[src/rtl/adtdm_pkg.sv]
// Constants, field layout and state type for the converter trigger and data manager.
// Assumes a single converter clock that is also the register bus clock.
package adtdm_pkg;

  // Register byte offsets on the APB slave.
  localparam logic [7:0] ADDR_FLAG = 8'h00;
  localparam logic [7:0] ADDR_IRQEN = 8'h04;
  localparam logic [7:0] ADDR_CTRL = 8'h08;
  localparam logic [7:0] ADDR_CFG = 8'h0C;
  localparam logic [7:0] ADDR_RESULT = 8'h10;

  // Flag and interrupt enable bit positions.
  localparam int FLG_SMP = 1;
  localparam int FLG_EOC = 2;
  localparam int FLG_SEQ = 3;
  localparam int FLG_OVR = 4;
  localparam logic [4:0] FLG_MASK = 5'h1E;

  // Control bit positions.
  localparam int CTL_START = 0;
  localparam int CTL_STOP = 1;

  // Configuration field positions and writable mask.
  localparam int CFG_DMA_REQ_EN = 0;
  localparam int CFG_DMAMODE = 1;
  localparam int CFG_RES_LO = 3;
  localparam int CFG_ALIGN = 5;
  localparam int CFG_TSEL_LO = 6;
  localparam int CFG_POL_LO = 10;
  localparam int CFG_OVRPOL = 12;
  localparam int CFG_CONTINUOUS_SEL = 13;
  localparam int CFG_SEQ_LO = 16;
  localparam logic [31:0] CFG_WMASK = 32'h000F3DFB;

  // Trigger polarity codes.
  localparam logic [1:0] POL_OFF = 2'h0;
  localparam logic [1:0] POL_RISE = 2'h1;
  localparam logic [1:0] POL_FALL = 2'h2;
  localparam logic [1:0] POL_BOTH = 2'h3;

  // Trigger source codes; all others are reserved and select no event.
  localparam logic [2:0] SRC_TA_TRGO = 3'h0;
  localparam logic [2:0] SRC_TA_CC4 = 3'h1;
  localparam logic [2:0] SRC_TB_TRGO = 3'h3;

  // Resolution codes: 12, 10, 8 and 6 bits.
  localparam logic [1:0] RES_12 = 2'h0;
  localparam logic [1:0] RES_10 = 2'h1;
  localparam logic [1:0] RES_8 = 2'h2;
  localparam logic [1:0] RES_6 = 2'h3;
  localparam logic [11:0] MASK_12 = 12'hFFF;
  localparam logic [11:0] MASK_10 = 12'hFFC;
  localparam logic [11:0] MASK_8 = 12'hFF0;
  localparam logic [11:0] MASK_6 = 12'hFC0;
  localparam logic [3:0] SHIFT_12 = 4'h0;
  localparam logic [3:0] SHIFT_10 = 4'h2;
  localparam logic [3:0] SHIFT_8 = 4'h4;
  localparam logic [3:0] SHIFT_6 = 4'h6;

  // Phase times in half converter clock cycles, as printed.
  localparam int SMP_HALF = 7;
  localparam int SAR_HALF12 = 25;
  localparam int SAR_HALF10 = 21;
  localparam int SAR_HALF8 = 17;
  localparam int SAR_HALF6 = 13;
  // Sampling rounds up; approximation takes the rest of the whole total.
  localparam logic [4:0] SMP_CYC = 5'((SMP_HALF + 1) / 2);
  localparam logic [4:0] SAR_CYC12 = 5'((SMP_HALF + SAR_HALF12) / 2) - SMP_CYC;
  localparam logic [4:0] SAR_CYC10 = 5'((SMP_HALF + SAR_HALF10) / 2) - SMP_CYC;
  localparam logic [4:0] SAR_CYC8 = 5'((SMP_HALF + SAR_HALF8) / 2) - SMP_CYC;
  localparam logic [4:0] SAR_CYC6 = 5'((SMP_HALF + SAR_HALF6) / 2) - SMP_CYC;
  localparam logic [4:0] CNT_LAST = 5'h01;

  // Converter sequencing states.
  typedef enum logic [1:0] {
    ST_IDLE = 2'b00,
    ST_ARMED = 2'b01,
    ST_SAMPLE = 2'b10,
    ST_SAR = 2'b11
  } adtdm_state_t;

endpackage

[src/rtl/adtdm_core.sv]
// Trigger selection, conversion timing, result register, flags and DMA requests.
// Assumes an APB master on mclk_in and a converter core that presents its raw
// 12-bit result on sar_data_in during the last approximation cycle.
//
// Function
// Polarity code selects none, rising, falling, both.
// Triggers ignored while start bit clear.
// Triggers ignored while a conversion runs.
// Source field picks timer event, reserved otherwise.
// Software changes trigger fields only when idle.
// Resolution selects 12, 10, 8 or 6 bits.
// Approximation length follows the selected resolution.
// Conversion flag set on result, cleared two ways.
// Conversion flag with enable raises interrupt.
// Sampling end sets flag, write one clears.
// Last result of sequence sets sequence flag.
// One shared 16-bit result register.
// Alignment bit selects right or left justification.
// Completion with conversion flag set raises overrun.
// Overrun never stops conversions by itself.
// Preserve policy keeps old data during overrun.
// Overwrite policy always stores latest result.
// One DMA request per completed conversion.
// Overrun blocks DMA requests until cleared.
// One-shot mode stops requests after last transfer.
// One-shot end freezes data and aborts sequence.
// Circular mode keeps requesting after last transfer.
// Polling software should prefer the preserve policy.
// Start bit starts now or waits for edge.
// Start bit reads back as busy.
// Trigger synchronised and edge detected once.
//
// Register access over APB and the register addresses were left to the implementer.
`timescale 1ns/1ps
module adtdm_core import adtdm_pkg::*; (
  // Clock, reset and enable.
  input wire logic mclk_in,
  input wire logic rst_in,
  input wire logic ce_in,
  // APB slave.
  input wire logic psel_in,
  input wire logic penable_in,
  input wire logic pwrite_in,
  input wire logic [7:0] paddr_in,
  input wire logic [31:0] pwdata_in,
  output logic [31:0] prdata_out,
  output logic pready_out,
  output logic pslverr_out,
  // Timer trigger sources.
  input wire logic timer_a_trig_out_in,
  input wire logic timer_a_compare4_in,
  input wire logic timer_b_trig_out_in,
  // Converter core.
  input wire logic [11:0] sar_data_in,
  output logic sampling_out,
  output logic converting_out,
  // DMA handshake and interrupt.
  input wire logic dma_transfer_complete_in,
  output logic dma_req_out,
  output logic irq_out
);

  //////////////////////////////////////////////////////////////////////////////
  // Registers and state.
  adtdm_state_t state_ff; // Sequencing state.
  adtdm_state_t nxt_state; // Next sequencing state.
  logic [4:0] cnt_ff; // Phase cycle down-counter.
  logic [4:0] nxt_cnt; // Next counter value.
  logic [3:0] seq_idx_ff; // Position inside the scan sequence.
  logic [31:0] cfg_ff; // Configuration register.
  logic [4:0] flags_ff; // Sticky flags.
  logic [4:0] nxt_flags; // Next flags, set wins over clear.
  logic [4:0] irqen_ff; // Interrupt enables.
  logic [15:0] result_ff; // Shared result register.
  logic dma_stop_ff; // One-shot transfer finished.
  logic dma_req_ff; // One-cycle DMA request.
  logic irq_ff; // Registered interrupt.
  logic [31:0] prdata_ff; // Read data captured in setup.
  logic pslverr_ff; // Error for unmapped address.

  //////////////////////////////////////////////////////////////////////////////
  // Configuration fields.
  wire dma_req_en = cfg_ff[CFG_DMA_REQ_EN];
  wire dma_mode_sel = cfg_ff[CFG_DMAMODE];
  wire [1:0] resolution_field = cfg_ff[CFG_RES_LO +: 2];
  wire align_left = cfg_ff[CFG_ALIGN];
  wire [2:0] trig_source_sel = cfg_ff[CFG_TSEL_LO +: 3];
  wire [1:0] trig_polarity = cfg_ff[CFG_POL_LO +: 2];
  wire overrun_policy = cfg_ff[CFG_OVRPOL];
  wire continuous_sel = cfg_ff[CFG_CONTINUOUS_SEL];
  wire [3:0] seq_last_idx = cfg_ff[CFG_SEQ_LO +: 4];

  //////////////////////////////////////////////////////////////////////////////
  // APB decode. The slave never waits, so every access phase completes.
  wire bus_setup = psel_in & ~penable_in;
  wire bus_wr = psel_in & penable_in & pwrite_in;
  wire bus_rd = psel_in & penable_in & ~pwrite_in;
  wire hit_flag = (paddr_in == ADDR_FLAG);
  wire hit_irqen = (paddr_in == ADDR_IRQEN);
  wire hit_ctrl = (paddr_in == ADDR_CTRL);
  wire hit_cfg = (paddr_in == ADDR_CFG);
  wire hit_result = (paddr_in == ADDR_RESULT);
  wire hit_any = hit_flag | hit_irqen | hit_ctrl | hit_cfg | hit_result;
  wire busy = (state_ff != ST_IDLE);

  // Software commands and flag clears.
  wire start_wr = bus_wr & hit_ctrl & pwdata_in[CTL_START];
  wire conv_stop_cmd = bus_wr & hit_ctrl & pwdata_in[CTL_STOP];
  wire [4:0] flag_w1c = (bus_wr & hit_flag) ? (pwdata_in[4:0] & FLG_MASK) : 5'h00;
  wire result_rd = bus_rd & hit_result;

  // Read multiplexer; the start bit reads back as the busy indicator.
  wire [31:0] rd_mux = hit_flag ? {27'h0000000, flags_ff} :
                       hit_irqen ? {27'h0000000, irqen_ff} :
                       hit_ctrl ? {31'h00000000, busy} :
                       hit_cfg ? cfg_ff :
                       hit_result ? {16'h0000, result_ff} : 32'h00000000;

  assign pready_out = 1'b1;
  assign prdata_out = prdata_ff;
  assign pslverr_out = pslverr_ff;

  // Read data and error are captured in the setup cycle.
  always_ff @(posedge mclk_in or posedge rst_in) begin
    if (rst_in) begin
      prdata_ff <= 32'h00000000;
      pslverr_ff <= 1'b0;
    end else if (ce_in && bus_setup) begin
      prdata_ff <= pwrite_in ? 32'h00000000 : rd_mux;
      pslverr_ff <= ~hit_any;
    end
  end

  // Configuration and enable registers take effect at the access edge.
  // Trigger fields are not locked while busy; software must only change them idle.
  always_ff @(posedge mclk_in or posedge rst_in) begin
    if (rst_in) begin
      cfg_ff <= 32'h00000000;
      irqen_ff <= 5'h00;
    end else if (ce_in) begin
      if (bus_wr && hit_cfg) begin
        cfg_ff <= pwdata_in & CFG_WMASK;
      end
      if (bus_wr && hit_irqen) begin
        irqen_ff <= pwdata_in[4:0] & FLG_MASK;
      end
    end
  end

  //////////////////////////////////////////////////////////////////////////////
  // Trigger selection and edge detection.
  // Each pin is synchronised before the mux, so a source change cannot fake an edge.
  wire [2:0] trig_pins = {timer_b_trig_out_in, timer_a_compare4_in, timer_a_trig_out_in};
  logic [2:0] src_pulse; // One pulse per qualifying edge of each pin.
  for (genvar gi = 0; gi < $bits(trig_pins); gi++) begin : g_trig
    adtdm_trig_edge u_trig_edge (
      .mclk_in(mclk_in),
      .rst_in(rst_in),
      .ce_in(ce_in),
      .trig_in(trig_pins[gi]),
      .polarity_in(trig_polarity),
      .pulse_out(src_pulse[gi])
    );
  end
  // Only three codes carry an event; reserved codes never trigger.
  wire trig_pulse = (trig_source_sel == SRC_TA_TRGO) ? src_pulse[0] :
                    (trig_source_sel == SRC_TA_CC4) ? src_pulse[1] :
                    (trig_source_sel == SRC_TB_TRGO) ? src_pulse[2] : 1'b0;

  //////////////////////////////////////////////////////////////////////////////
  // Conversion timing.
  // Lower resolution shortens the approximation phase.
  wire [4:0] sar_cyc = (resolution_field == RES_12) ? SAR_CYC12 : // see R06
                       (resolution_field == RES_10) ? SAR_CYC10 :
                       (resolution_field == RES_8) ? SAR_CYC8 : SAR_CYC6;
  wire phase_end = (cnt_ff == CNT_LAST);
  wire dma_end = dma_req_en & ~dma_mode_sel & dma_transfer_complete_in;
  wire abort = conv_stop_cmd | dma_end;
  wire smp_end = (state_ff == ST_SAMPLE) & phase_end & ~abort;
  wire conv_end = (state_ff == ST_SAR) & phase_end & ~abort;
  wire seq_last = (seq_idx_ff == seq_last_idx);
  wire sw_trig = (trig_polarity == POL_OFF);

  // Next-state logic. Overrun has no say here, so conversions carry on.
  always_comb begin
    nxt_state = state_ff;
    nxt_cnt = (cnt_ff == 5'h00) ? cnt_ff : cnt_ff - CNT_LAST;
    case (state_ff)
      ST_IDLE: begin
        // Triggers are not looked at here: the start bit is clear.
        if (start_wr) begin
          if (sw_trig) begin
            nxt_state = ST_SAMPLE;
            nxt_cnt = SMP_CYC;
          end else begin
            nxt_state = ST_ARMED;
          end
        end
      end
      ST_ARMED: begin
        if (trig_pulse) begin
          nxt_state = ST_SAMPLE;
          nxt_cnt = SMP_CYC;
        end
      end
      ST_SAMPLE: begin
        // Triggers arriving while converting are dropped.
        if (phase_end) begin
          nxt_state = ST_SAR;
          nxt_cnt = sar_cyc;
        end
      end
      ST_SAR: begin
        if (phase_end) begin
          nxt_cnt = SMP_CYC;
          if (!seq_last || continuous_sel) begin
            nxt_state = ST_SAMPLE;
          end else if (sw_trig) begin
            nxt_state = ST_IDLE;
          end else begin
            // Hardware-triggered single mode stays armed for the next edge.
            nxt_state = ST_ARMED;
          end
        end
      end
      default: begin
        nxt_state = ST_IDLE;
      end
    endcase
    if (abort) nxt_state = ST_IDLE;
  end

  // State, counter and sequence position.
  always_ff @(posedge mclk_in or posedge rst_in) begin
    if (rst_in) begin
      state_ff <= ST_IDLE;
      cnt_ff <= 5'h00;
      seq_idx_ff <= 4'h0;
    end else if (ce_in) begin
      state_ff <= nxt_state;
      cnt_ff <= nxt_cnt;
      if (abort || (conv_end && seq_last)) begin
        seq_idx_ff <= 4'h0;
      end else if (conv_end) begin
        seq_idx_ff <= seq_idx_ff + 4'h1;
      end
    end
  end

  assign sampling_out = (state_ff == ST_SAMPLE);
  assign converting_out = (state_ff == ST_SAR);

  //////////////////////////////////////////////////////////////////////////////
  // Result formatting and storage.
  wire [11:0] res_mask = (resolution_field == RES_12) ? MASK_12 :
                         (resolution_field == RES_10) ? MASK_10 :
                         (resolution_field == RES_8) ? MASK_8 : MASK_6;
  wire [3:0] res_shift = (resolution_field == RES_12) ? SHIFT_12 :
                         (resolution_field == RES_10) ? SHIFT_10 :
                         (resolution_field == RES_8) ? SHIFT_8 : SHIFT_6;
  wire [11:0] raw_kept = sar_data_in & res_mask;
  wire [15:0] right_data = {4'h0, raw_kept} >> res_shift;
  wire [15:0] fmt_data = align_left ? {raw_kept, 4'h0} : right_data;
  // Preserve policy discards while an overrun is pending or occurring.
  wire ovr_evt = conv_end & flags_ff[FLG_EOC];
  wire discard = ~overrun_policy & (flags_ff[FLG_EOC] | flags_ff[FLG_OVR]);
  wire keep = conv_end & ~dma_stop_ff & ~discard; // see R17

  // Single result register shared by every channel.
  always_ff @(posedge mclk_in or posedge rst_in) begin
    if (rst_in) begin
      result_ff <= 16'h0000;
    end else if (ce_in && keep) begin
      result_ff <= fmt_data;
    end
  end

  //////////////////////////////////////////////////////////////////////////////
  // Flags and interrupt; a hardware set wins over a clear in the same cycle.
  always_comb begin
    nxt_flags = flags_ff & ~flag_w1c; // see R10 see R11
    // A result read clears the conversion flag; a store in that cycle sets it again.
    if (result_rd) nxt_flags[FLG_EOC] = 1'b0;
    if (smp_end) nxt_flags[FLG_SMP] = 1'b1;
    if (keep) nxt_flags[FLG_EOC] = 1'b1;
    if (conv_end && seq_last) nxt_flags[FLG_SEQ] = 1'b1;
    if (ovr_evt) nxt_flags[FLG_OVR] = 1'b1;
  end

  always_ff @(posedge mclk_in or posedge rst_in) begin
    if (rst_in) begin
      flags_ff <= 5'h00;
      irq_ff <= 1'b0;
    end else if (ce_in) begin
      flags_ff <= nxt_flags;
      irq_ff <= |(nxt_flags & irqen_ff); // see R09 see R10 see R11
    end
  end

  assign irq_out = irq_ff;

  //////////////////////////////////////////////////////////////////////////////
  // DMA requests.
  // Requests stop on overrun and, in one-shot mode, after the last transfer.
  wire dma_ok = dma_req_en & ~flags_ff[FLG_OVR] & ~ovr_evt & ~dma_stop_ff; // see R19
  always_ff @(posedge mclk_in or posedge rst_in) begin
    if (rst_in) begin
      dma_stop_ff <= 1'b0;
      dma_req_ff <= 1'b0;
    end else if (ce_in) begin
      // Circular mode never sets the stop, so requests continue.
      if (dma_end) begin // see R20
        dma_stop_ff <= 1'b1;
      end else if (start_wr) begin
        dma_stop_ff <= 1'b0;
      end
      dma_req_ff <= keep & dma_ok & ~dma_end;
    end
  end

  assign dma_req_out = dma_req_ff;

  logic [4:0] sar_age_ff; // Cycles spent in the approximation phase.
  always_ff @(posedge mclk_in or posedge rst_in) begin
    if (rst_in) begin
      sar_age_ff <= 5'h00;
    end else if (ce_in) begin
      sar_age_ff <= (state_ff == ST_SAR) ? sar_age_ff + 5'h01 : 5'h00;
    end
  end
endmodule

[src/rtl/adtdm_trig_edge.sv]
// Trigger synchroniser and polarity-qualified edge detector.
// Assumes the trigger is asynchronous to mclk_in and wider than two clock periods.
`timescale 1ns/1ps
module adtdm_trig_edge import adtdm_pkg::*; (
  // Clock, reset and enable.
  input wire logic mclk_in,
  input wire logic rst_in,
  input wire logic ce_in,
  // Trigger and polarity.
  input wire logic trig_in,
  input wire logic [1:0] polarity_in,
  // One-cycle start pulse.
  output logic pulse_out
);

  logic meta_ff; // First stage, read only by the second stage.
  logic sync_ff; // Second stage, safe to use.
  logic prev_ff; // Previous synchronised level for edge detection.

  // Two-stage synchroniser followed by one history stage.
  always_ff @(posedge mclk_in or posedge rst_in) begin
    if (rst_in) begin
      meta_ff <= 1'b0;
      sync_ff <= 1'b0;
      prev_ff <= 1'b0;
    end else if (ce_in) begin
      meta_ff <= trig_in;
      sync_ff <= meta_ff;
      prev_ff <= sync_ff;
    end
  end

  // Each qualifying edge gives exactly one pulse; code zero gives none.
  assign pulse_out = ce_in & ((polarity_in[0] & sync_ff & ~prev_ff) | // see R01
                              (polarity_in[1] & ~sync_ff & prev_ff));

endmodule
[config.mk]
export PLATFORM = sky130hd
export DESIGN_NAME = adtdm_core
export DESIGN_NICKNAME = d
export VERILOG_FILES = /design/src/rtl/adtdm_pkg.sv /design/src/rtl/adtdm_core.sv /design/src/rtl/adtdm_trig_edge.sv
export SDC_FILE = /design/constraint.sdc
export NUM_CORES = 1
export LEC_CHECK = 0
export ABC_AREA = 1
export BUFFER_PORTS_ARGS = -buffer_cell sky130_fd_sc_hd__buf_4
export CAP_MARGIN = 5
export CORE_MARGIN = 3
export CORE_UTILIZATION = 59
export CTS_CLUSTER_SIZE = 40
export DETAILED_ROUTE_END_ITERATION = 6
export GPL_TIMING_DRIVEN = 0
export HOLD_SLACK_MARGIN = 0.12
export PLACE_DENSITY = 0.91
export SYNTH_ARGS = -nofsm -noshare
export SYNTH_HDL_FRONTEND = slang
export SYNTH_SLANG_ARGS = --single-unit
[constraint.sdc]
create_clock -name mclk_in -period 5.8 [get_ports mclk_in]
set_input_delay 1.16 -clock mclk_in [delete_from_list [all_inputs] [get_ports mclk_in]]
set_output_delay 1.16 -clock mclk_in [all_outputs]
set_load 0.01 [all_outputs]
[After elaboration in Yosys (flattened, before gate mapping)]
Cells that the tools add are included.
Storage, ports and cells
  register bits after elaboration: 97
Cells by class
  multiplexer cells: 45
  shift operators: 1
  reductions and logical operators: 23
  add/sub/neg operators: 2
  bitwise operators: 69
  equal/unequal tests: 17
Operators by type and width (count)
  two-way mux 20 bit: 5
  bitwise AND 1 bit: 39
  two-way mux 5 bit: 7
  two-way mux 16 bit: 2
  two-way mux 4 bit: 5
  one-hot mux 5 bit (4 select lines): 1
  two-way mux 6 bit: 3
  inverter 1 bit: 17
  == test 8 x 4 -> 1 bit (second input constant): 2
  two-way mux 2 bit: 8
  >> shifter 12 x 3 -> 16 bit: 1
  bitwise AND 12 bit: 1
  two-way mux 1 bit: 11
  bitwise AND 5 bit: 2
  bitwise OR 1 bit: 9
  == test 8 x 3 -> 1 bit (second input constant): 1
  == test 8 x 5 -> 1 bit (second input constant): 1
  logical NOT 8 bit: 1
  one-hot mux 2 bit (4 select lines): 1
  AND reduction 2 bit: 4
  == test 2 bit (second input constant): 3
  logical NOT 2 bit: 3
  two-way mux 3 bit: 2
  inequality test 3 x 1 -> 1 bit (second input constant): 2
  17 further kinds: 26

[Depth between registers and ports, before layout]
Gate-level depths: netlist (run 1).
  depth in word-level cells: 13
  depth in mapped cells: 12
  gate-level depth less buffers: 12

[Cells and area by module]
A second synthesis (run 1) with hierarchy kept.
Unflattened totals
  cell total of the unflattened synthesis: 572
  area, all modules: 4624.4 um^2
By module, submodules not included
  adtdm_core: instances 1, cells an instance 515, area an instance 4204.0 um^2
  adtdm_trig_edge: instances 3, cells an instance 19, area an instance 140.1 um^2

[Worst setup path after synthesis (run 1)]
No wires, ideal clock.
  kind: input to register
  start: in paddr_in[4]
  end: reg cfg_ff[19]
  slack: 3525 ps
  setup time: 125 ps
  stages: 8
  data arrival time: 2150 ps
  path through: nor2_1 > nand2_2 > inv_2 > nand2_2 > clkinv_2 > nand2_4 > buf_6 > mux2_4
Between the ends
  word-level cells in the longest chain between the ends: 3
Ends and longest elaborated chain
  start: declaration: line adtdm_core.sv:44  | input wire logic [7:0] paddr_in,
  == test 8 x 4 -> 1 bit: line adtdm_core.sv:101  | wire hit_cfg = (paddr_in == ADDR_CFG);
  logical AND 1 bit: line adtdm_core.sv:141  | if (bus_wr && hit_cfg) begin
  AND reduction 2 bit (no source line)
  end signal: assignment: line adtdm_core.sv:142  | cfg_ff <= pwdata_in & CFG_WMASK;
  end: declaration: line adtdm_core.sv:70  | logic [31:0] cfg_ff;
Every way passes these cells.
A chain may end at the register's enable or synchronous reset.

[Final worst setup path (run 1)]
  start: reg state_ff[1]
  end: out converting_out
Between the ends
  word-level cells in the longest chain between the ends: 1
Ends and longest elaborated chain
  start: declaration: line adtdm_core.sv:65  | adtdm_state_t state_ff;
  start signal: assignment: line adtdm_core.sv:240  | state_ff <= nxt_state;
  == test 2 bit: line adtdm_core.sv:251  | assign converting_out = (state_ff == ST_SAR);
  end: declaration: line adtdm_core.sv:56  | output logic converting_out,
Every way passes these cells.

==> results of run 1 <==
sequential cells by signal, summed over array words and instances (netlist names):
| signal | count |
|---|---|
| cfg_ff | 16 |
| cnt_ff | 5 |
| dma_req_out | 1 |
| dma_stop_ff | 1 |
| flags_ff | 4 |
| g_trig.u_trig_edge.meta_ff | 3 |
| g_trig.u_trig_edge.prev_ff | 3 |
| g_trig.u_trig_edge.sync_ff | 3 |
| irq_out | 1 |
| irqen_ff | 4 |
| prdata_out | 20 |
| pslverr_out | 1 |
| result_ff | 16 |
| seq_idx_ff | 4 |
| state_ff | 2 |
through the flow:
step                cells  setup WS (ps)  power [mW]
floorplan             581           2470       0.898
global placement      753           1620       0.982
detailed placement    754           3230        1.00
CTS                   769           3470        1.37
global route          769           3280        1.46
finish                769           3470        1.37
worst register-to-register path: stages (launching register included):
cell and delay, ps:
dfrtp_1 380, buf_2 200, inv_1 150, ha_1 300, nor2_1 340, inv_1 220
o21ai_0 300, o221ai_1 180, nand3_2 100, nand2_1 50
worst paths after layout:
path,cells past startpoint,to,start,slack (ps)
worst max-delay path,3,converting_out,state_ff[1],3470
worst min-delay path,2,g_trig[0].u_trig_edge.meta_ff,g_trig[0].u_trig_edge.meta_ff,480
worst max register to register,9,result_ff[1],cfg_ff[3],3480
worst min register to register,2,g_trig[0].u_trig_edge.meta_ff,g_trig[0].u_trig_edge.meta_ff,480
max in group asynchronous,3,result_ff[0],rst_in,4410
min in group asynchronous,2,g_trig[1].u_trig_edge.meta_ff,rst_in,780
metal layers:
layer,share of wire [%],track usage (%),up-vias
met3,6.7,3.39,26
met2,49,45.3,189
met1,42,38.5,2047
li1,-,-,2051
met4,2.2,9.72,0
met5,0,0,-
layout make-up:
cell class	instances	area, um2	share of cell area (%)
clock buffers	9	124	2.20
repair buffers	71	553	9.81
inverters	66	254	4.51
well taps	102	128	2.26
clock inverters	6	48.8	0.866
multi-input cells	402	2230	39.6
flip-flops and latches	84	2100	37.3
plain buffers	29	195	3.46
power by group through the flow:
stage | Combinational, mW | Clock, mW | Sequential, mW
3_5_place_dp | 0.326 | 0 | 0.678
4_1_cts | 0.327 | 0.377 | 0.668
6_report | 0.331 | 0.374 | 0.669
3_3_place_gp | 0.306 | 0 | 0.676
5_1_grt | 0.373 | 0.409 | 0.675
2_1_floorplan | 0.229 | 0 | 0.669
kinds of logic (layout without fill, tap and decap cells):
kind of cell	after synthesis	in the layout	synth area share [%]
XOR/XNOR	6	6	1.11
buffers and inverters	95	181	9.42
flip-flops	84	84	44.3
other	2	13	0.158
adder cells (fa/ha/maj)	8	8	2.11
multiplexers	9	9	2.45
AO/OA/AOI/OAI	124	124	16.5
AND/OR/NAND/NOR	242	242	23.9
cells in the mapped netlist, drive strengths merged, types with 5 or more instances:
| library cell | n | share of area, % |
|---|---|---|
| clkbuf | 7 | 0.55 |
| nor2 | 52 | 5.2 |
| o211ai | 6 | 0.95 |
| dfrtp | 84 | 44 |
| buf | 22 | 3.6 |
| ha | 8 | 2.1 |
| nand4 | 7 | 1.2 |
| o31ai | 11 | 2.5 |
| a21oi | 26 | 2.7 |
| nand3 | 32 | 4.2 |
| a31oi | 5 | 0.66 |
| a22oi | 5 | 0.79 |
| o21ai | 56 | 6.3 |
| mux2 | 9 | 2.5 |
| o221ai | 5 | 0.92 |
| nand2 | 142 | 12 |
| inv | 64 | 5.1 |
==> metrics, run 1 <==
clk slew on worst S/H paths=roughly 90 ps; Max-cap violations=0; clock sinks=84; commonest non-fill, non-tap cell in the layout=nand2_1; Hold Fails Final Rpt=0; Avg Inst Size Synth=between 8 and 9 um2; die span in x=about 96 um; final setup fails=0; hold slack final=just under 500 ps; Post-CTS Setup Bufs=0; vias in the first global route=approximately 4000; CP max stage cell=dfrtp_1; Synth Register Bits=between 80 and 90; setup TNS=0 ps; H-tree levels=3; # IOs=100; worst stage delay on the critical path=~450 ps; worst relative slew slack=roughly 63%; critical path, cell by cell=nand2_1, inv_1, buf_4; Design Area, Final=~0.0056 mm2; CTS resizes=0; # DRC=0; Initial Util=between 60% and 70%; clock buffer depth=2; total die area=roughly 0.009 mm2; fraction of layout cells with a size suffix above 1=24.1%; Max Freq=428 MHz; worst-margin pin slew=~560 ps; max-slew violation count=0; clock network fraction of total power=~27%; Layout fillers=about 610; drt total wl=approximately 12 mm; unique cell type count in the Yosys netlist=46; Hold-fix buffers, CTS=0; Main synth FF type=dfrtp_1; critical path fanouts, max=6; CP Launch Type=register; final core occ=between 70% and 80%; CP arrival=between 1000 and 1500 ps; # rows=32; critical path's top delay family=flip-flops; crit share post-route=between 40% and 50%; 1st-pass router iterations=4; synthesized area=roughly 0.0047 mm2; most frequent cells in the layout=nand2_1 (135), buf_4 (86), dfrtp_1 (84); Routed WL per cell=15.7 um; # diodes=0; DP HPWL=9.58 mm; switching portion of total power=between 30% and 40%; Warnings, synthesis=0; clock skew=between 15 and 20 ps; required time of the worst setup path=~4600 ps; crit path buf inv count=2; Final ANT Viol Nets=0; internal power=slightly above 900 uW; Min Clock Period, post-route=between 2000 and 2500 ps; Post-DP Area=approximately 0.0055 mm2; GP Congestion=0.947; HP Class=reg2reg; sequential fraction of the synthesis area=between 40 and 50%; maximum number of pins on one net before global-route repair=between 50 and 60; Sw Pwr=between 400 and 500 uW; area grow syn2layout=18.9%; sequential power share=just under 50%; Pleak=2.89 nW; Gate power share=between 20% and 30%; Power Density=around 240 mW/mm2; total CTS buffers=9; floorplan core area=slightly below 0.008 mm2; nets@finish=approximately 730; first-pass GRT wire length=just under 20 mm; CTS tree=done; worst skew pair latency=roughly 360 ps; Iter 0 DRT Violations=242; RSZ-0062 raised after global routing=no; EDFF count, synth=0; CTS root buffer=clkbuf_8; asr flop ratio synth=100%; Crit Path Category=reg2out; VDD IR max=roughly 0.17 mV; Mapped Cells=570; Port Buffers=70; vias per inst=~5.6; total number of vias=between 4000 and 5000; GR Overflow Total=0; status=finished clean; Worst Setup End Kind=primary output; initial antenna violation count=0; Die Y-Extent=95.6 um; GRT Total Usage=about 28%
No activity file was read; power rests on OpenSTA's default activity.
==> inputs of run 2 (changes only) <==
- CORE_UTILIZATION: 59 -> 55
- PLACE_DENSITY: 0.91 -> 0.86
- clock period: 5.8 -> 2.3 ns (I/O delays scaled with it)
==> run 2 against run 1 <==
Effect of this change:
- total power grew to 2.6 times the previous value
- sequential power rose to 2.5 times the previous value
- combinational power grew to 2.5 times the previous value
- worst setup slack got worse by 3300 ps
- global-route usage is 2.1 points lower
- critical endpoint is now result_ff[0]
- non-clock buffer count grew 1
- largest cell class unchanged
==> metrics, run 2 (synthesis gave the netlist of run 1 again) <==
status=finished clean; most frequent cells in the layout=nand2_1 (135), buf_4 (86), dfrtp_1 (84); worst skew pair latency=approximately 350 ps; Design Area, Final=0.00570 mm2; placed instance count=between 700 and 800; Post-CTS Setup Bufs=0; GP Congestion=around 0.98; worst relative slew slack=59.5%; Non-Filler Instances=~770; critical path, cell by cell=buf_2, inv_1, ha_2, nor2_2, inv_1, o21ai_0, o221ai_1, nand3_1, o21ai_2; Port Buffers=70; Min Clock Period, post-route=2160 ps; Die Y-Extent=around 100 um; Post-DP Area=0.00548 mm2; vias per inst=5.57; hold slack final=approximately 180 ps; die span in x=98.8 um; GRT Total Usage=around a quarter; VDD IR max=~0.44 mV; Crit path top cell by count=inv_1; 1st-pass router iterations=6; final core occ=68.6%; clock sinks=84; required time of the worst setup path=roughly 2500 ps; fraction of layout cells with a size suffix above 1=between 20% and 30%; CP arrival=~2400 ps; Hold Fails Final Rpt=0; floorplan core area=roughly 0.0083 mm2; Routed WL per cell=about 16 um; clock buffer depth=2; commonest non-fill, non-tap cell in the layout=nand2_1; r2r setup slk=~140 ps; worst-margin pin slew=between 600 and 700 ps; # IOs=100; DRT met1 WL=between 5 and 6 mm; Worst Setup End Kind=register; total die area=between 0.009 and 0.01 mm2; # rows=33; drt total wl=around 13 mm; RSZ-0062 raised after global routing=no; setup TNS=0 ps; CP max stage cell=dfrtp_1; # DRC=0; GR Overflow Total=0; H-tree levels=3; HP Class=in2async; total number of vias=4313; Iter 0 DRT Violations=approximately 280; routed wl met3=between 800 and 900 um; critical path fanouts, max=8; crit path buf inv count=3; initial antenna violation count=0; Max-cap violations=0; worst stage delay on the critical path=390 ps; CTS tree=done; Initial Util=57.1%; Pleak=between 2 and 3 nW; total CTS buffers=9; maximum number of pins on one net before global-route repair=36; final setup fails=0; max reg flops=20; Max Freq=about 460 MHz; CP Launch Type=register; max-slew violation count=0; area grow syn2layout=20.1%; routed wl met2=5.99 mm; vias in the first global route=about 4200; first-pass GRT wire length=just over 20 mm; nets@finish=about 730; critical path's top delay family=buffers and inverters; clk slew on worst S/H paths=roughly 90 ps; crit share post-route=around 94%; DP HPWL=9.65 mm; # diodes=0; clock skew=roughly 6 ps; Final ANT Viol Nets=0; CTS root buffer=clkbuf_8; Power Density=between 600 and 700 mW/mm2; Crit Path Category=reg2reg; highest routed layer=met4
==> run 2: path summary, 6_finish.rpt <==
check                                                    from                            end  cells past startpoint
worst max-delay path                                cfg_ff[3]                   result_ff[0]                      9
worst min-delay path                                   rst_in                      cfg_ff[6]                      2
worst max register to register                      cfg_ff[3]                   result_ff[0]                      9
worst min register to register  g_trig[1].u_trig_edge.meta_ff  g_trig[1].u_trig_edge.meta_ff                      2
max in group asynchronous                              rst_in                   result_ff[9]                      3
min in group mclk_in                      timer_b_trig_out_in  g_trig[2].u_trig_edge.meta_ff                      3
==> run 2: final cells by class <==
class	count	area [um2]
Clock buffer	9	124
Buffer	29	195
Sequential cell	84	2100
Clock inverter	7	76.3
Timing Repair Buffer	72	566
Fill cell	666	2600
Inverter	66	255
Tap cell	105	131
Multi-Input combinational cell	402	2250
==> run 2: what timing repair did <==
item                                    4_1_cts  5_1_grt
resized for setup                             0        5
hold endpoints to repair                      0        0
hold buffers                                  0        0
endpoints found under the setup margin        0       10
==> run 2: through the flow <==
stage | power, mW | worst slack [ps]
5_1_grt | 3.79 | 65.5
4_1_cts | 3.60 | 0.701
6_report | 3.60 | 145
3_3_place_gp | 2.48 | -0.749
2_1_floorplan | 2.27 | 462
3_5_place_dp | 2.53 | 14.9
==> run 2: power breakdown <==
part           switching (mW)  internal, mW  total, mW
Sequential              0.108          1.58       1.69
Combinational           0.503         0.332      0.834
Clock                   0.574         0.508       1.08
==> run 2: routing by layer <==
layer | global-route usage [%] | vias to the layer above
met5 | 0 | -
met4 | 9.87 | 0
met3 | 3.61 | 26
met2 | 41.5 | 205
met1 | 35.2 | 2031
li1 | - | 2051
==> inputs of run 3 (changes only) <==
- ABC_AREA: 1 -> unset
==> run 3 against run 2 <==
Effect of this change:
- total power increased by 12%
- sequential power grew 4%
- synthesized cell count decreased by 17%
- wire length grew 0.29%
- via count down 3.9%
- sequential share of layout area shrank 0.80 points
- synthesized area decreased by 0.34%
- die area shrank 0.32%
- register-to-register slack got worse by 60 ps
- cell area rose by 2.3%
- largest cell class unchanged
==> metrics, run 3 <==
top cells by count, synth=dfrtp_1 (84), nand2_1 (60), o21ai_0 (23), mux2_2 (22), nor2_1 (19); Max-cap violations=0; first-pass GRT wire length=20.0 mm; Initial Util=between 50% and 60%; clock skew=approximately 7.5 ps; cell with the most instances after synthesis=dfrtp_1; worst stage delay on the critical path=630 ps; total number of vias=4143; post-synth top area share=44.5%; required time of the worst setup path=2540 ps; final setup fails=0; Iter 0 DRT Violations=186; CTS root buffer=clkbuf_8; critical path, cell by cell=inv_2, ha_1, nor4b_4, o2111ai_2, or4b_4, buf_6, a21o_1; GRT Total Usage=25.5%; initial antenna violation count=0; Synth area leaders=dfrtp_1 (44%), mux2_2 (5.2%), nand2_1 (4.8%); die span in x=between 90 and 100 um; asr flop ratio synth=100%; GR Overflow Total=0; clock sinks=84; Power Density=just under 700 mW/mm2; CP Launch Type=register; CTS tree=done; clock buffer depth=2; max reg flops=20; Port Buffers=70; # rows=33; crit share post-route=a little over nine tenths; critical path fanouts, max=10; Pleak=between 2 and 3 nW; H-tree levels=3; CP max stage cell=or4b_4; Synth Register Bits=84; synthesized area=0.00472 mm2; GP Congestion=about 0.90; Main synth FF type=dfrtp_1; Mapped Cells=between 400 and 500; RSZ-0062 raised after global routing=no; # IOs=100; clk slew on worst S/H paths=80 ps; crit path from=cnt_ff[1]; setup TNS=0 ps; floorplan core area=0.00830 mm2; commonest non-fill, non-tap cell in the layout=buf_4; HP Class=in2async; Avg Inst Size Synth=around 10 um2; Max Freq=452 MHz; worst skew pair latency=roughly 350 ps; status=finished clean; VDD IR max=a little under 0.5 mV; sequential fraction of the synthesis area=44.5%; post-layout total power=4.03 mW; Die Y-Extent=about 99 um; vias per inst=around 6; # DRC=0; worst-margin pin slew=roughly 880 ps; Final ANT Viol Nets=0; EDFF count, synth=0; unique cell type count in the Yosys netlist=70; total CTS buffers=9; area grow syn2layout=23.3%; fraction of layout cells with a size suffix above 1=between 20% and 30%; vias in the first global route=approximately 4000; dominant cell type by area after synthesis=dfrtp_1; total die area=between 0.009 and 0.01 mm2; placed instance count=659; Warnings, synthesis=0; most frequent cells in the layout=buf_4 (89), dfrtp_1 (83), nand2_1 (60); Worst R2R Start=cnt_ff[1]; max-slew violation count=0; Non-Filler Instances=between 600 and 700; Crit Path Category=reg2reg; Min Clock Period, post-route=2210 ps; nets@finish=~640; Hold Fails Final Rpt=0; DP HPWL=a little over 9 mm; worst relative slew slack=40.1%; CP arrival=between 2000 and 2500 ps; Worst Setup End Kind=register; hold slack final=between 150 and 200 ps; drt total wl=approximately 13 mm; Routed WL per cell=approximately 18 um; maximum number of pins on one net before global-route repair=36; 1st-pass router iterations=5; # diodes=0
## run 3: cell count changes after synthesis, sizes merged, moves of 7 or more
| cell | change |
|---|---|
| clkbuf | +11 |
| nor2 | -33 |
| nand3 | -18 |
| a22o | +7 |
| nand2 | -82 |
| nand3b | +10 |
| inv | -48 |
| mux2i | +7 |
| mux2 | +17 |
| a21oi | -14 |
| a22oi | +7 |
| o21ai | -31 |
| nor2b | +8 |
| o31ai | -8 |
## run 3: area by class of cell
cell class / count / area (um2)
sequential: 84 / 2100
buffer: 34 / 208
timing repair buffer: 78 / 611
tap: 105 / 131
inverter: 16 / 63.8
fill: 612 / 2470
multi-input combinational: 346 / 2440
clock inverter: 4 / 120
clock buffer: 12 / 145
## run 3: logic make-up after synthesis
| group | synth area share, % |
|---|---|
| other | 0.159 |
| xor gates and xnor gates | 1.11 |
| AOI/OAI and AO/OA | 18.8 |
| DFF | 44.5 |
| buffers and inverters | 5.43 |
| muxes | 8.00 |
| adders and majority gates | 2.12 |
| and+or+nand+nor | 19.9 |
## run 3: what timing repair did
action / CTS / global route
resized for setup: 5 / 17
buffers inserted: 1 / 5
endpoints found under the setup margin: 27 / 22
pin swaps: 1 / 5
hold buffers: 0 / 0
cloned: 0 / 0
## run 3: worst max-delay path, delay by kind of cell (launching register included)
family / cells / cell delay (ps)
AOI/OAI and AO/OA: 2 / 380
buffers and inverters: 2 / 270
adders and majority gates: 1 / 160
DFF: 1 / 410
and+or+nand+nor: 2 / 880
## run 3: layer usage
metal  part of all wire, %  vias up  track usage, %
li1                      -     1904               -
met1                    43     1988            34.0
met2                    47      221            40.9
met3                   8.1       30            5.38
met4                   2.2        0            10.4
met5                     0        -               0
## run 3: per-stage QoR
stage / utilization (%) / instance area [um2] / setup WS [ps]
after floorplan: - / 4770 / 4.37
after global placement: 65.4 / 5430 / -412
after detailed placement: 65.9 / 5470 / -434
after CTS: 69.3 / 5750 / 0.146
after global routing: 70.2 / 5830 / 9.98
final: 70.2 / 5830 / 88.0
## run 3: path summary, 6_finish.rpt
path                            cells past startpoint             end  slack [ps]
worst max-delay path                                7    result_ff[2]          90
worst min-delay path                                2  prdata_out[15]         150
worst max register to register                      7    result_ff[2]          90
worst min register to register                      2   result_ff[13]         470
max in group asynchronous                           3       cnt_ff[4]        1590
min in group mclk_in                                3       cfg_ff[5]         330
## run 3: where the power goes
group	switching, mW	leakage (nW)	internal [mW]	total [mW]
logic	0.473	1.54	0.413	0.886
registers	0.157	1.08	1.60	1.76
clock network	0.522	0.131	0.863	1.38
